$ cat config.mk
export PLATFORM = sky130hd
export DESIGN_NAME = dtc_top
export DESIGN_NICKNAME = d
export VERILOG_FILES = /design/src/rtl/dtc_pkg.sv /design/src/rtl/dtc_pin_if.sv /design/src/rtl/dtc_pin_sync.sv /design/src/rtl/dtc_prescaler.sv /design/src/rtl/dtc_top.sv
export VERILOG_INCLUDE_DIRS = /design/src /design/src/rtl
export SDC_FILE = /design/constraint.sdc
export NUM_CORES = 1
export LEC_CHECK = 0
export BUFFER_PORTS_ARGS = -buffer_cell sky130_fd_sc_hd__clkbuf_2
export CORE_ASPECT_RATIO = 1.4
export CORE_MARGIN = 8
export CORE_UTILIZATION = 36
export CTS_BUF_LIST = sky130_fd_sc_hd__clkbuf_4 sky130_fd_sc_hd__clkbuf_8
export CTS_CLUSTER_SIZE = 20
export DETAILED_ROUTE_END_ITERATION = 16
export GPL_ROUTABILITY_DRIVEN = 0
export GPL_TIMING_DRIVEN = 0
export PLACE_DENSITY = 0.63
export SLEW_MARGIN = 20
export SYNTH_ARGS = -nofsm -noshare
export SYNTH_HDL_FRONTEND = slang
export SYNTH_SLANG_ARGS = --single-unit
export TNS_END_PERCENT = 50
$ cat constraint.sdc
create_clock -name CLK_IN -period 3 [get_ports CLK_IN]
set_input_delay 0.6 -clock CLK_IN [delete_from_list [all_inputs] [get_ports CLK_IN]]
set_output_delay 0.6 -clock CLK_IN [all_outputs]
set_load 0.02 [all_outputs]
$ cat src/rtl/dtc_regs.svh
// register indices, field positions, reset values and timing counts of the dual timer block
`ifndef DTC_REGS_SVH
`define DTC_REGS_SVH

// register indices; byte address is four times the index
`define DTC_IDX_RUN_FLAGS 8'h88
`define DTC_IDX_MODE_CTRL 8'h89
`define DTC_IDX_ZERO_LOW 8'h8A
`define DTC_IDX_ONE_LOW 8'h8B
`define DTC_IDX_ZERO_HIGH 8'h8C
`define DTC_IDX_ONE_HIGH 8'h8D
`define DTC_IDX_PRESCALE 8'h8E

// timer_run_and_flags fields
`define DTC_ONE_FLAG_BIT 7
`define DTC_ONE_RUN_BIT 6
`define DTC_ZERO_FLAG_BIT 5
`define DTC_ZERO_RUN_BIT 4

// timer_mode_control fields
`define DTC_ONE_GATE_BIT 7
`define DTC_ONE_CSEL_BIT 6
`define DTC_ONE_MODE_HI 5
`define DTC_ONE_MODE_LO 4
`define DTC_ZERO_GATE_BIT 3
`define DTC_ZERO_CSEL_BIT 2
`define DTC_ZERO_MODE_HI 1
`define DTC_ZERO_MODE_LO 0

// clock_prescale_register fields
`define DTC_ONE_PRESCALE_BIT 4
`define DTC_ZERO_PRESCALE_BIT 3

// mode field codes
`define DTC_MODE_13BIT 2'h0
`define DTC_MODE_16BIT 2'h1
`define DTC_MODE_RELOAD 2'h2
`define DTC_MODE_SPLIT 2'h3

// reset values
`define DTC_RESET_BYTE 8'h00

// internal tick divider
`define DTC_TICK_DIVIDE 12

`endif

$ cat src/rtl/dtc_pkg.sv
// types shared by the dual timer block
package dtc_pkg;
  typedef logic [7:0] dtc_byte_t;
  typedef logic [1:0] dtc_mode_t;
  typedef logic [9:0] dtc_addr_t;
  typedef logic [31:0] dtc_word_t;
endpackage

$ cat src/rtl/dtc_pin_if.sv
// one synchronised pin: its level and a falling edge pulse
`timescale 1ns/100ps
`default_nettype none
interface dtc_pin_if;
  logic level;
  logic fall;
  modport src (output level, output fall);
  modport dst (input level, input fall);
endinterface
`default_nettype wire

$ cat src/rtl/dtc_pin_sync.sv
// two-stage pin synchroniser with falling edge detection
`timescale 1ns/100ps
`default_nettype none
module dtc_pin_sync (
  input wire logic clk_in,
  input wire logic rst_in,
  input wire logic pin_in,
  dtc_pin_if.src pin
);
  logic meta;
  logic stable;
  logic prev;

  // the first stage feeds only the second stage
  always_ff @(posedge clk_in or posedge rst_in) begin
    if (rst_in) begin
      meta <= 1'b0;
      stable <= 1'b0;
      prev <= 1'b0;
    end else begin
      meta <= pin_in;
      stable <= meta;
      prev <= stable;
    end
  end

  assign pin.level = stable;
  assign pin.fall = prev & ~stable;
endmodule
`default_nettype wire

$ cat src/rtl/dtc_prescaler.sv
// system clock divider giving a one-cycle tick enable
`timescale 1ns/100ps
`default_nettype none
`include "dtc_regs.svh"
module dtc_prescaler #(
  parameter int DIVIDE = `DTC_TICK_DIVIDE
) (
  input wire logic clk_in,
  input wire logic rst_in,
  output logic tick_out
);
  localparam int CW = $clog2(DIVIDE);
  localparam logic [CW-1:0] LAST = CW'(DIVIDE - 1);
  logic [CW-1:0] count;

  initial begin
    if (DIVIDE < 2) begin
      $error("dtc_prescaler: DIVIDE must be at least 2");
    end
  end

  always_ff @(posedge clk_in or posedge rst_in) begin
    if (rst_in) begin
      count <= '0;
    end else if (count == LAST) begin
      count <= '0;
    end else begin
      count <= count + CW'(1);
    end
  end

  assign tick_out = (count == LAST);
endmodule
`default_nettype wire

$ cat src/rtl/dtc_top.sv
// two counter/timers with 13-bit, 16-bit, auto-reload and split modes behind an APB slave
//
// Behaviour
// mode 01 counts through the full 16-bit high:low pair, controlled as in mode 00
// auto-reload: low byte counts; on wrap sets overflow flag, reloads low from high
// auto-reload never changes the high byte; only software writes it
// overflow flag in auto-reload raises the interrupt request when enabled
// software loads the low byte with the start value before running auto-reload
// timer one auto-reload works like timer zero with its own bytes and bits
// split mode: timer zero low byte is a full 8-bit counter with its own controls
// split mode: timer zero high byte counts internal ticks only, ignoring select and gate
// split mode: high byte runs on timer one run bit and sets timer one flag
// timer one in mode 11 stops and holds; leaving mode 11 resumes counting
// with timer zero split, timer one counts internal ticks and sets no flag
// timer one overflow stays available as baud tick even in split mode
// timer one flag set on overflow, cleared on vectoring or by software
// gate 0: count when run bit set; gate 1: also needs gate input high
// count select 0: prescaled internal tick; 1: falling edge of count pin
// mode field: 00 13-bit, 01 16-bit, 10 auto-reload, 11 split or inactive
// count bytes readable and writable separately; bytes and mode reset to zero
// 13-bit: high byte upper eight, low bits 4..0; wrap at 0x1FFF sets flag
// internal tick is clock divided by twelve, or the clock itself when selected
// setting the run bit keeps the count; counting continues from held value
// count and gate pins synchronised; falling edge from two synchronised samples
// timer zero flag set on overflow, cleared on vectoring or by software
//
// Design decision made here: the APB interface to the registers.
`timescale 1ns/100ps
`default_nettype none
`include "dtc_regs.svh"
module dtc_top (
  input wire logic CLK_IN,
  input wire logic SYS_RST_IN,
  input wire logic PSEL_IN,
  input wire logic PENABLE_IN,
  input wire logic PWRITE_IN,
  input wire dtc_pkg::dtc_addr_t PADDR_IN,
  input wire dtc_pkg::dtc_word_t PWDATA_IN,
  output dtc_pkg::dtc_word_t PRDATA_OUT,
  output logic PREADY_OUT,
  output logic PSLVERR_OUT,
  input wire logic COUNT_PIN_ZERO_IN,
  input wire logic COUNT_PIN_ONE_IN,
  input wire logic GATE_INPUT_ZERO_IN,
  input wire logic GATE_INPUT_ONE_IN,
  input wire logic ZERO_INT_ENABLE_IN,
  input wire logic ONE_INT_ENABLE_IN,
  input wire logic ZERO_INT_VECTOR_IN,
  input wire logic ONE_INT_VECTOR_IN,
  output logic ZERO_IRQ_OUT,
  output logic ONE_IRQ_OUT,
  output logic ONE_BAUD_TICK_OUT
);
  import dtc_pkg::*;

  ////////////////////////////////////////////////////////////////////////////
  // registers

  dtc_byte_t timer_mode_control;
  logic zero_prescale_select;
  logic one_prescale_select;
  logic zero_run_bit;
  logic one_run_bit;
  logic zero_overflow_flag;
  logic one_overflow_flag;
  dtc_byte_t timer_zero_low_byte;
  dtc_byte_t timer_zero_high_byte;
  dtc_byte_t timer_one_low_byte;
  dtc_byte_t timer_one_high_byte;

  ////////////////////////////////////////////////////////////////////////////
  // pins and tick

  dtc_pin_if count_pin_zero ();
  dtc_pin_if count_pin_one ();
  dtc_pin_if gate_input_zero ();
  dtc_pin_if gate_input_one ();
  logic div_tick;

  dtc_pin_sync u_sync_count_zero (
    .clk_in(CLK_IN),
    .rst_in(SYS_RST_IN),
    .pin_in(COUNT_PIN_ZERO_IN),
    .pin(count_pin_zero)
  );

  dtc_pin_sync u_sync_count_one (
    .clk_in(CLK_IN),
    .rst_in(SYS_RST_IN),
    .pin_in(COUNT_PIN_ONE_IN),
    .pin(count_pin_one)
  );

  dtc_pin_sync u_sync_gate_zero (
    .clk_in(CLK_IN),
    .rst_in(SYS_RST_IN),
    .pin_in(GATE_INPUT_ZERO_IN),
    .pin(gate_input_zero)
  );

  dtc_pin_sync u_sync_gate_one (
    .clk_in(CLK_IN),
    .rst_in(SYS_RST_IN),
    .pin_in(GATE_INPUT_ONE_IN),
    .pin(gate_input_one)
  );

  dtc_prescaler #(
    .DIVIDE(`DTC_TICK_DIVIDE)
  ) u_prescaler (
    .clk_in(CLK_IN),
    .rst_in(SYS_RST_IN),
    .tick_out(div_tick)
  );

  ////////////////////////////////////////////////////////////////////////////
  // register bus decode

  logic [7:0] bus_index;
  logic bus_aligned;
  logic bus_mapped;
  logic bus_write;
  logic wr_run_flags;
  logic wr_mode_ctrl;
  logic wr_prescale;
  logic wr_zero_low;
  logic wr_zero_high;
  logic wr_one_low;
  logic wr_one_high;
  dtc_byte_t wdata;
  dtc_byte_t next_read_byte;

  assign bus_index = PADDR_IN[9:2];
  assign bus_aligned = (PADDR_IN[1:0] == 2'h0);
  assign wdata = PWDATA_IN[7:0];

  always_comb begin
    bus_mapped = bus_aligned;
    next_read_byte = 8'h00;
    case (bus_aligned ? bus_index : 8'h00) // a misaligned read falls to default and returns zero
      `DTC_IDX_RUN_FLAGS: begin
        next_read_byte[`DTC_ONE_FLAG_BIT] = one_overflow_flag;
        next_read_byte[`DTC_ONE_RUN_BIT] = one_run_bit;
        next_read_byte[`DTC_ZERO_FLAG_BIT] = zero_overflow_flag;
        next_read_byte[`DTC_ZERO_RUN_BIT] = zero_run_bit;
      end
      `DTC_IDX_MODE_CTRL: next_read_byte = timer_mode_control;
      `DTC_IDX_ZERO_LOW: next_read_byte = timer_zero_low_byte;
      `DTC_IDX_ONE_LOW: next_read_byte = timer_one_low_byte;
      `DTC_IDX_ZERO_HIGH: next_read_byte = timer_zero_high_byte;
      `DTC_IDX_ONE_HIGH: next_read_byte = timer_one_high_byte;
      `DTC_IDX_PRESCALE: begin
        next_read_byte[`DTC_ONE_PRESCALE_BIT] = one_prescale_select;
        next_read_byte[`DTC_ZERO_PRESCALE_BIT] = zero_prescale_select;
      end
      default: bus_mapped = 1'b0;
    endcase
  end

  // zero wait states: read data is captured in the setup cycle
  assign PREADY_OUT = 1'b1;
  assign PSLVERR_OUT = PSEL_IN & PENABLE_IN & ~bus_mapped;
  assign bus_write = PSEL_IN & PENABLE_IN & PWRITE_IN & bus_mapped;
  assign wr_run_flags = bus_write & (bus_index == `DTC_IDX_RUN_FLAGS);
  assign wr_mode_ctrl = bus_write & (bus_index == `DTC_IDX_MODE_CTRL);
  assign wr_prescale = bus_write & (bus_index == `DTC_IDX_PRESCALE);
  assign wr_zero_low = bus_write & (bus_index == `DTC_IDX_ZERO_LOW);
  assign wr_zero_high = bus_write & (bus_index == `DTC_IDX_ZERO_HIGH);
  assign wr_one_low = bus_write & (bus_index == `DTC_IDX_ONE_LOW);
  assign wr_one_high = bus_write & (bus_index == `DTC_IDX_ONE_HIGH);

  always_ff @(posedge CLK_IN or posedge SYS_RST_IN) begin
    if (SYS_RST_IN) begin
      PRDATA_OUT <= 32'h0000_0000;
    end else if (PSEL_IN & ~PENABLE_IN & ~PWRITE_IN) begin
      PRDATA_OUT <= {24'h00_0000, next_read_byte};
    end
  end

  ////////////////////////////////////////////////////////////////////////////
  // configuration registers

  always_ff @(posedge CLK_IN or posedge SYS_RST_IN) begin
    if (SYS_RST_IN) begin
      timer_mode_control <= `DTC_RESET_BYTE;
    end else if (wr_mode_ctrl) begin
      timer_mode_control <= wdata;
    end
  end

  always_ff @(posedge CLK_IN or posedge SYS_RST_IN) begin
    if (SYS_RST_IN) begin
      zero_prescale_select <= 1'b0;
      one_prescale_select <= 1'b0;
    end else if (wr_prescale) begin
      zero_prescale_select <= wdata[`DTC_ZERO_PRESCALE_BIT];
      one_prescale_select <= wdata[`DTC_ONE_PRESCALE_BIT];
    end
  end

  // run bits only gate counting; they never touch the count bytes
  always_ff @(posedge CLK_IN or posedge SYS_RST_IN) begin
    if (SYS_RST_IN) begin
      zero_run_bit <= 1'b0;
      one_run_bit <= 1'b0;
    end else if (wr_run_flags) begin
      zero_run_bit <= wdata[`DTC_ZERO_RUN_BIT];
      one_run_bit <= wdata[`DTC_ONE_RUN_BIT];
    end
  end

  ////////////////////////////////////////////////////////////////////////////
  // count enables

  dtc_mode_t zero_mode;
  dtc_mode_t one_mode;
  logic zero_split;
  logic zero_tick;
  logic one_tick;
  logic zero_enable;
  logic one_enable;
  logic zero_inc;
  logic one_inc;
  logic split_high_inc;

  assign zero_mode = timer_mode_control[`DTC_ZERO_MODE_HI:`DTC_ZERO_MODE_LO];
  assign one_mode = timer_mode_control[`DTC_ONE_MODE_HI:`DTC_ONE_MODE_LO];
  assign zero_split = (zero_mode == `DTC_MODE_SPLIT);
  assign zero_tick = zero_prescale_select | div_tick;
  assign one_tick = one_prescale_select | div_tick;

  assign zero_enable = zero_run_bit &
    (~timer_mode_control[`DTC_ZERO_GATE_BIT] | gate_input_zero.level);
  assign zero_inc = zero_enable &
    (timer_mode_control[`DTC_ZERO_CSEL_BIT] ? count_pin_zero.fall : zero_tick);

  assign one_enable = one_run_bit &
    (~timer_mode_control[`DTC_ONE_GATE_BIT] | gate_input_one.level);

  always_comb begin
    if (one_mode == `DTC_MODE_SPLIT) begin
      one_inc = 1'b0;
    end else if (zero_split) begin
      // timer one lost its run bit to the split high byte, so it free-runs on ticks
      one_inc = one_tick;
    end else begin
      one_inc = one_enable &
        (timer_mode_control[`DTC_ONE_CSEL_BIT] ? count_pin_one.fall : one_tick);
    end
  end

  assign split_high_inc = zero_split & one_run_bit & zero_tick;

  ////////////////////////////////////////////////////////////////////////////
  // count step: returns {overflow, high, low}

  function automatic logic [16:0] count_step(input dtc_mode_t mode, input dtc_byte_t high,
                                             input dtc_byte_t low);
    logic [5:0] low5;
    logic [16:0] wide;
    logic [8:0] low9;
    low5 = {1'b0, low[4:0]} + 6'h01;
    wide = {1'b0, high, low} + 17'h0_0001;
    low9 = {1'b0, low} + 9'h001;
    case (mode)
      `DTC_MODE_13BIT: begin
        // upper three low bits are left alone and carry nothing
        if (low5[5]) begin
          count_step = {(high == 8'hFF), 8'(high + 8'h01), low[7:5], low5[4:0]};
        end else begin
          count_step = {1'b0, high, low[7:5], low5[4:0]};
        end
      end
      `DTC_MODE_16BIT: count_step = wide;
      `DTC_MODE_RELOAD: begin
        if (low9[8]) begin
          count_step = {1'b1, high, high};
        end else begin
          count_step = {1'b0, high, low9[7:0]};
        end
      end
      default: count_step = {low9[8], high, low9[7:0]};
    endcase
  endfunction

  logic [16:0] zero_step;
  logic [16:0] one_step;
  logic zero_overflow;
  logic one_overflow;
  logic split_high_overflow;

  assign zero_step = count_step(zero_mode, timer_zero_high_byte, timer_zero_low_byte);
  assign one_step = count_step(one_mode, timer_one_high_byte, timer_one_low_byte);
  assign zero_overflow = zero_inc & zero_step[16];
  assign one_overflow = one_inc & one_step[16];
  assign split_high_overflow = split_high_inc & (timer_zero_high_byte == 8'hFF);

  ////////////////////////////////////////////////////////////////////////////
  // count bytes; a software write wins over a count in the same cycle

  always_ff @(posedge CLK_IN or posedge SYS_RST_IN) begin
    if (SYS_RST_IN) begin
      timer_zero_low_byte <= `DTC_RESET_BYTE;
    end else if (wr_zero_low) begin
      timer_zero_low_byte <= wdata;
    end else if (zero_inc) begin
      timer_zero_low_byte <= zero_step[7:0];
    end
  end

  always_ff @(posedge CLK_IN or posedge SYS_RST_IN) begin
    if (SYS_RST_IN) begin
      timer_zero_high_byte <= `DTC_RESET_BYTE;
    end else if (wr_zero_high) begin
      timer_zero_high_byte <= wdata;
    end else if (split_high_inc) begin
      timer_zero_high_byte <= timer_zero_high_byte + 8'h01;
    end else if (zero_inc & ~zero_split) begin
      timer_zero_high_byte <= zero_step[15:8];
    end
  end

  always_ff @(posedge CLK_IN or posedge SYS_RST_IN) begin
    if (SYS_RST_IN) begin
      timer_one_low_byte <= `DTC_RESET_BYTE;
    end else if (wr_one_low) begin
      timer_one_low_byte <= wdata;
    end else if (one_inc) begin
      timer_one_low_byte <= one_step[7:0];
    end
  end

  always_ff @(posedge CLK_IN or posedge SYS_RST_IN) begin
    if (SYS_RST_IN) begin
      timer_one_high_byte <= `DTC_RESET_BYTE;
    end else if (wr_one_high) begin
      timer_one_high_byte <= wdata;
    end else if (one_inc) begin
      timer_one_high_byte <= one_step[15:8];
    end
  end

  ////////////////////////////////////////////////////////////////////////////
  // overflow flags: hardware set beats vectoring clear and software write

  logic zero_flag_set;
  logic one_flag_set;

  assign zero_flag_set = zero_overflow;
  assign one_flag_set = zero_split ? split_high_overflow : one_overflow;

  always_ff @(posedge CLK_IN or posedge SYS_RST_IN) begin
    if (SYS_RST_IN) begin
      zero_overflow_flag <= 1'b0;
    end else if (zero_flag_set) begin
      zero_overflow_flag <= 1'b1;
    end else if (wr_run_flags) begin
      zero_overflow_flag <= wdata[`DTC_ZERO_FLAG_BIT];
    end else if (ZERO_INT_VECTOR_IN) begin
      zero_overflow_flag <= 1'b0;
    end
  end

  always_ff @(posedge CLK_IN or posedge SYS_RST_IN) begin
    if (SYS_RST_IN) begin
      one_overflow_flag <= 1'b0;
    end else if (one_flag_set) begin
      one_overflow_flag <= 1'b1;
    end else if (wr_run_flags) begin
      one_overflow_flag <= wdata[`DTC_ONE_FLAG_BIT];
    end else if (ONE_INT_VECTOR_IN) begin
      one_overflow_flag <= 1'b0;
    end
  end

  assign ZERO_IRQ_OUT = zero_overflow_flag & ZERO_INT_ENABLE_IN;
  assign ONE_IRQ_OUT = one_overflow_flag & ONE_INT_ENABLE_IN;

  // baud tick follows timer one whether or not its flag may be set
  always_ff @(posedge CLK_IN or posedge SYS_RST_IN) begin
    if (SYS_RST_IN) begin
      ONE_BAUD_TICK_OUT <= 1'b0;
    end else begin
      ONE_BAUD_TICK_OUT <= one_overflow;
    end
  end
endmodule
`default_nettype wire

==> results.json, run 1 <==
{
  "endpoint_kind": "primary output",
  "ys.flop_type": "dfrtp_1",
  "core_area_um2": 12800,
  "drt_wl_total_um": 14600,
  "tns_ns": 0,
  "slew_headroom_pct": 61.5,
  "crit_fanout": 10,
  "grtUsageTotal_pct": 17.4,
  "grt_remaining_overflow": 0,
  "clock_path_buffers": 2,
  "cp.required_ns": 2.40,
  "holdBufCountCts": 0,
  "first_pass_iters": 5,
  "synth_edf_count": 0,
  "grt_max_degree": 57,
  "max_clock_freq_mhz": 404,
  "r2r-start": "u_prescaler.count[0]$_DFF_PP0_",
  "synth_xor_area_share_pct": 1.70,
  "highest_layer": "met4",
  "fin_cells": 746,
  "cpMaxStageDelayCell": "clkbuf_1",
  "area_growth_pct": 16.2,
  "peakVddDrop_mv": 0.236,
  "p_leak_uw": 0.00241,
  "antenna_found_initial": 0,
  "wl_met2_um": 7600,
  "synth_area_um2": 4640,
  "pwr-share-comb_pct": 19.1,
  "die_height_um": 150,
  "cts_tree": "done",
  "fin_skew_ns": 0.00466,
  "wl_met1_um": 5290,
  "rows": 49,
  "yosysSeqAreaShare_pct": 37.2,
  "synth_mux_area_share_pct": 8.49,
  "max_cap_viol_count": 0,
  "post_drt_wl_per_cell_um": 19.5,
  "final_antenna_net_count": 0,
  "synth_compound_area_share_pct": 22.4,
  "clk_latency_ns": 0.36,
  "dpl.cell_count": 730,
  "io_pins": 92,
  "criticalPathCategory": "input pin to primary output",
  "cts_resized": 0,
  "synth-simple-area-share_pct": 21.6,
  "hold_class": "input pin to async pin",
  "synth_top_family_by_area": "compound AO/OA/AOI/OAI gates",
  "start_util_pct": 36.4,
  "finalWorstPathRequiredPeriod_ns": 2.47,
  "crit_chain": "clkbuf_1 > buf_2 > nand3_1 > a21oi_1 > clkbuf_2",
  "synth_fa_ha_area_share_pct": 1.35,
  "layout_common_cells": "69 x dfrtp_1, 65 x nand2_1, 40 x clkbuf_2",
  "r2r_cells": 7,
  "die_area_um2": 16800,
  "swShare_pct": 29.7,
  "portBuffers": 40,
  "route.met3.wl_um": 904,
  "drt_iter0_drc": 310,
  "ys_types": 69,
  "hpwl_um": 11100,
  "status": "finished, final reports clean",
  "netSwitchingPower_uw": 725,
  "rsz0062_at_grt": "no",
  "final_nets": 648,
  "grt_pass1_wl_um": 22800,
  "post_cts_buffers": 0,
  "p_seq_share_pct": 42.7,
  "startpoint_type": "input pin",
  "synth_seq_cells": 69,
  "setup_viol_count_final": 0,
  "p_int_uw": 1720,
  "r2r-end": "timer_zero_high_byte[6]$_DFFE_PP0P_",
  "drcViolationCount": 0,
  "cp_slowest_stage_delay_ns": 0.37,
  "hold_violations": 0,
  "finalMaxSlewViolations": 0,
  "cts-root-buf": "clkbuf_8",
  "die_w_um": 112,
  "rrSetupSlack_ns": 0.73,
  "fin_area_um2": 5390,
  "grt_pass1_vias": 4354,
  "antenna_cells": 0,
  "fill_cells": 1267,
  "synth_async_sr_flop_share_pct": 100,
  "htreeDepth": 3,
  "yosys_warnings": 0,
  "synth_cells": 513,
  "avgSynthCellArea_um2": 9.05,
  "final_common_cell": "dfrtp_1",
  "clk_pin_slew_worst_paths_ns": 0.08,
  "post-route-period-util_pct": 82.5,
  "dr_total_vias": 4349,
  "tightestPinTransition_ns": 0.577,
  "drive_gt1_share_pct": 22.9,
  "place_area_um2": 5150,
  "vias_per_cell": 5.83,
  "clock-sinks": 69,
  "crit_arrival_ns": 1.87,
  "p_clk_share_pct": 38.2,
  "powerDensity_nw_per_um2": 453,
  "cts_buffers": 9
}
-- kinds of logic (layout without fill, tap and decap cells) --
family / after synthesis / in the layout
and+or+nand+nor: 191 / 191
AOI/OAI and AO/OA: 147 / 147
DFF: 69 / 69
buffers and inverters: 58 / 115
muxes: 32 / 32
xor gates and xnor gates: 9 / 9
adders and majority gates: 5 / 5
other: 2 / 25
-- state kept, by name, indices dropped and copies added (netlist names), 4 cells and up --
name                  count
u_prescaler.count         4
timer_zero_low_byte       8
PRDATA_OUT                8
timer_one_low_byte        8
timer_mode_control        8
timer_zero_high_byte      8
timer_one_high_byte       8
-- final cells by class --
class | count | area (µm²) | share of cell area, %
Tap cell | 153 | 191 | 3.55
Inverter | 12 | 47.5 | 0.881
Multi-Input combinational cell | 409 | 2680 | 49.6
Clock buffer | 10 | 131 | 2.44
Clock inverter | 6 | 111 | 2.06
Sequential cell | 69 | 1730 | 32.0
Buffer | 46 | 282 | 5.22
Timing Repair Buffer | 41 | 228 | 4.22
-- per-layer routing --
layer  track usage, %  vias to the layer above
li1                 -                     2014
met1             18.1                     2088
met2             31.3                      194
met3             3.73                       53
met4             11.6                        0
met5                0                        -
-- worst max-delay path by stage --
stage,cells past startpoint,endpoint,slack [ns],start
final,5,PSLVERR_OUT,0.53,PADDR_IN[3]
after global routing,5,PSLVERR_OUT,0.53,PADDR_IN[3]
after floorplan,1,ONE_BAUD_TICK_OUT$_DFF_PP0_,0.66,SYS_RST_IN
after detailed placement,7,PRDATA_OUT[2]$_DFFE_PP0P_,0.49,PADDR_IN[3]
after global placement,2,PRDATA_OUT[7]$_DFFE_PP0P_,-0.18,SYS_RST_IN
after CTS,5,PSLVERR_OUT,0.55,PADDR_IN[3]
-- cell usage after synthesis (all sizes together), types with 4 or more instances --
master   n  area (µm²)
a21o     5        37.5
a21oi   28         148
a221o    6        60.1
a221oi   5        56.3
a22oi    6        45.0
a31oi   15         115
a32oi    4        35.0
and2    10        62.6
and3    19         119
buf     35         240
clkbuf  11        41.3
dfrtp   69        1730
ha       5        62.6
inv     12        45.0
mux2    19         214
mux2i    9        90.1
mux4     4        90.1
nand2   65         244
nand2b  10        62.6
nand3   14        82.6
nand4    7        50.1
nor2    32         130
nor2b    6        37.5
nor3    10        60.1
nor3b    5        37.5
o211ai   8        60.1
o21a     4        30.0
o21ai   36         180
o31ai    6        63.8
xnor2    5        43.8
xor2     4        35.0
-- worst max-delay path: cells and delay by family --
family                 cells  cell delay [ns]
buffers and inverters      3             0.91
AO/OA/AOI/OAI              1             0.20
AND/OR/NAND/NOR            1             0.16
-- power by group through the flow --
stage               Clock [µW]  Combinational, µW  Sequential (µW)
finish                     933                467             1040
global route              1000                508             1050
CTS                        956                462             1040
detailed placement           0                458             1060
global placement             0                445             1060
floorplan                    0                323             1050
-- metrics by stage --
stage | util (%) | setup slack (ns) | power [µW] | hold slack [ns]
after detailed placement | 40.4 | 0.492 | 1520 | 0.336
final | 42.3 | 0.525 | 2440 | 0.143
after CTS | 42.3 | 0.551 | 2460 | 0.134
after global routing | 42.3 | 0.533 | 2560 | 0.145
after global placement | 40.2 | -0.184 | 1500 | 0.334
after floorplan | - | 0.660 | 1380 | 0.331
Power figures use the tool's default switching activity.
==> run 2: changes to the inputs <==
- ABC_AREA: not set -> 1
- PLACE_DENSITY: 0.63 -> 0.64
- clock period: 3 -> 2.05 ns (I/O delays scaled with it)
==> run 2 against run 1 <==
Effect of this change:
- non-clock buffer count is 3 lower
- clock power increased by 25%
- area after synthesis rose by 14%
- hold slack worse by 0.0022 ns
- core utilization is 0.11 points higher
- setup slack got worse by 0.43 ns
- cell count increased by 47%
- routed wire length is 19% higher
- die area rose by 12%
- sequential cell count stayed put
- total power rose by 19%
- sequential share of layout area down 3.8 points
- critical endpoint unchanged
==> results.json, run 2 <==
{
  "whs_ns": 0.141,
  "core_area_um2": 14400,
  "wl_met2_um": 8660,
  "grt_remaining_overflow": 0,
  "crit_arrival_ns": 1.55,
  "pre_cts_ws_ns": -0.187,
  "rsz0062_at_grt": "no",
  "post-synth-top-count-cell": "nand2_1",
  "yosysTopAreaCellShare_pct": 32.7,
  "powerDensity_nw_per_um2": 475,
  "cts_buffers": 9,
  "clk_pin_slew_worst_paths_ns": 0.08,
  "final_util_pct": 42.4,
  "clk_latency_ns": 0.38,
  "final_common_cell": "nand2_1",
  "cts-root-buf": "clkbuf_8",
  "peakVddDrop_mv": 0.258,
  "synth_top_area_cell": "dfrtp_1",
  "rrSetupSlack_ns": 0.14,
  "synth_area_leaders": "dfrtp_1 33%, nand2_1 19%, nand3_1 11%",
  "antenna_found_initial": 0,
  "r2r_cells": 10,
  "final_antenna_net_count": 0,
  "hpwl_um": 13900,
  "vias_per_cell": 5.05,
  "p_leak_uw": 0.00316,
  "finalMaxSlewViolations": 0,
  "finalWorstSetupSlack_ns": 0.0912,
  "post_drt_wl_per_cell_um": 15.9,
  "yosys_warnings": 0,
  "avgSynthCellArea_um2": 6.45,
  "route.met3.wl_um": 806,
  "max_cap_viol_count": 0,
  "startpoint_type": "input pin",
  "synth_seq_cells": 69,
  "setup_viol_count_final": 0,
  "finalWorstPathRequiredPeriod_ns": 1.96,
  "io_pins": 92,
  "hold_violations": 0,
  "start_util_pct": 36.6,
  "cts_tree": "done",
  "htreeDepth": 3,
  "die_w_um": 118,
  "drt_iter0_drc": 322,
  "grtUsageTotal_pct": 18.2,
  "wl_met1_um": 6830,
  "portBuffers": 42,
  "synth_edf_count": 0,
  "die_area_um2": 18900,
  "whs_path_depth": 1,
  "synth_async_sr_flop_share_pct": 100,
  "synth_area_um2": 5290,
  "endpoint_kind": "primary output",
  "slew_headroom_pct": 60.7,
  "rows": 52,
  "clock_path_buffers": 2,
  "drive_gt1_share_pct": 16.6,
  "synth_cells": 820,
  "fin_cells": 1094,
  "fin_skew_ns": 0.0158,
  "drcViolationCount": 0,
  "criticalPathCategory": "input pin to primary output",
  "yosysSeqAreaShare_pct": 32.7,
  "grt_max_degree": 34,
  "fin_area_um2": 6130,
  "grt_pass1_wl_um": 27300,
  "dpl.cell_count": 1076,
  "ys_types": 38,
  "max_clock_freq_mhz": 511,
  "drt_wl_total_um": 17300,
  "post-route-period-util_pct": 95.6,
  "area_growth_pct": 15.9,
  "layout_common_cells": "262 x nand2_1, 118 x nand3_1, 86 x inv_1",
  "hold_class": "input pin to register",
  "highest_layer": "met4",
  "cp.required_ns": 1.64,
  "clock-sinks": 69,
  "crit_fanout": 16,
  "first_pass_iters": 5,
  "antenna_cells": 0,
  "fill_cells": 1585,
  "yosys-top-cells-count": "264 x nand2_1, 118 x nand3_1, 89 x inv_1",
  "dr_total_vias": 5523,
  "tightestPinTransition_ns": 0.587,
  "die_height_um": 159,
  "place_area_um2": 5860,
  "grt_pass1_vias": 5260,
  "status": "finished, final reports clean",
  "ys.flop_type": "dfrtp_1",
  "final_nets": 960
}
[run 2: cell types whose count changed after synthesis, moves of 19 or more]
cell,change
and3_1,-19
inv_1,+77
mux2_2,-19
nand2_1,+199
nand3_1,+105
nor2_1,+44
o21ai_0,+28
[run 2: per-layer routing]
metal	global-route usage [%]	vias up
met2	32.3	191
met4	11.7	0
met1	19.7	2496
li1	-	2768
met5	0	-
met3	2.95	68
[run 2: worst paths after layout]
check,start,endpoint
min in group asynchronous,SYS_RST_IN,u_prescaler.count[3]$_DFF_PP0_
worst max register to register,u_prescaler.count[0]$_DFF_PP0_,timer_zero_high_byte[7]$_DFFE_PP0P_
max in group asynchronous,SYS_RST_IN,timer_one_high_byte[1]$_DFFE_PP0P_
worst min register to register,u_sync_gate_one.meta$_DFF_PP0_,u_sync_gate_one.pin.level$_DFF_PP0_
worst min-delay path,COUNT_PIN_ONE_IN,u_sync_count_one.meta$_DFF_PP0_
worst max-delay path,PADDR_IN[9],PSLVERR_OUT
[run 2: worst max-delay path, cell delays in order]
cell and delay (ns):
clkbuf_2 0.07, inv_1 0.04, nor2_2 0.17, nand3_2 0.17, clkinv_2 0.17, o21ai_2 0.09
nand2_4 0.20, nor2_1 0.06, clkbuf_2 0.16
[run 2: where the power goes]
group | switching (µW) | internal, µW | total (µW)
Clock | 689 | 485 | 1170
Combinational | 210 | 112 | 322
Sequential | 19.4 | 1390 | 1410
Total | 918 | 1990 | 2910
[run 2: repair_timing]
item                       CTS  global route
hold endpoints to repair     4             0
setup buffers                0             2
setup endpoints to repair   17            23
hold buffers                 1             0
resized for setup            4            14
pin swaps                    0             2
[run 2: cell families (layout without fill, tap and decap cells)]
logic type	Yosys count	after routing	share of synthesized area (%)
flops	69	69	32.7
compound gates	85	85	9.00
buf+inv	134	196	11.7
simple gates	516	516	43.8
fa+ha+maj	5	5	1.18
xor+xnor	9	9	1.49
other cells	2	25	0.142
[run 2: final cells by class]
| type | count | area, µm² | area share, % |
|---|---|---|---|
| sequential | 69 | 1730 | 28.2 |
| inverter | 96 | 365 | 5.96 |
| multi-input combinational | 640 | 3060 | 50.0 |
| clock inverter | 7 | 76.3 | 1.25 |
| tap | 189 | 236 | 3.86 |
| clock buffer | 9 | 124 | 2.02 |
| buffer | 37 | 255 | 4.17 |
| timing repair buffer | 47 | 275 | 4.49 |
[run 2: per-stage QoR]
step | total power, µW | setup TNS, ns
global placement | 1750 | -3.00
CTS | 2940 | 0
floorplan | 1630 | 0
detailed placement | 1760 | -3.26
global route | 3010 | 0
finish | 2910 | 0
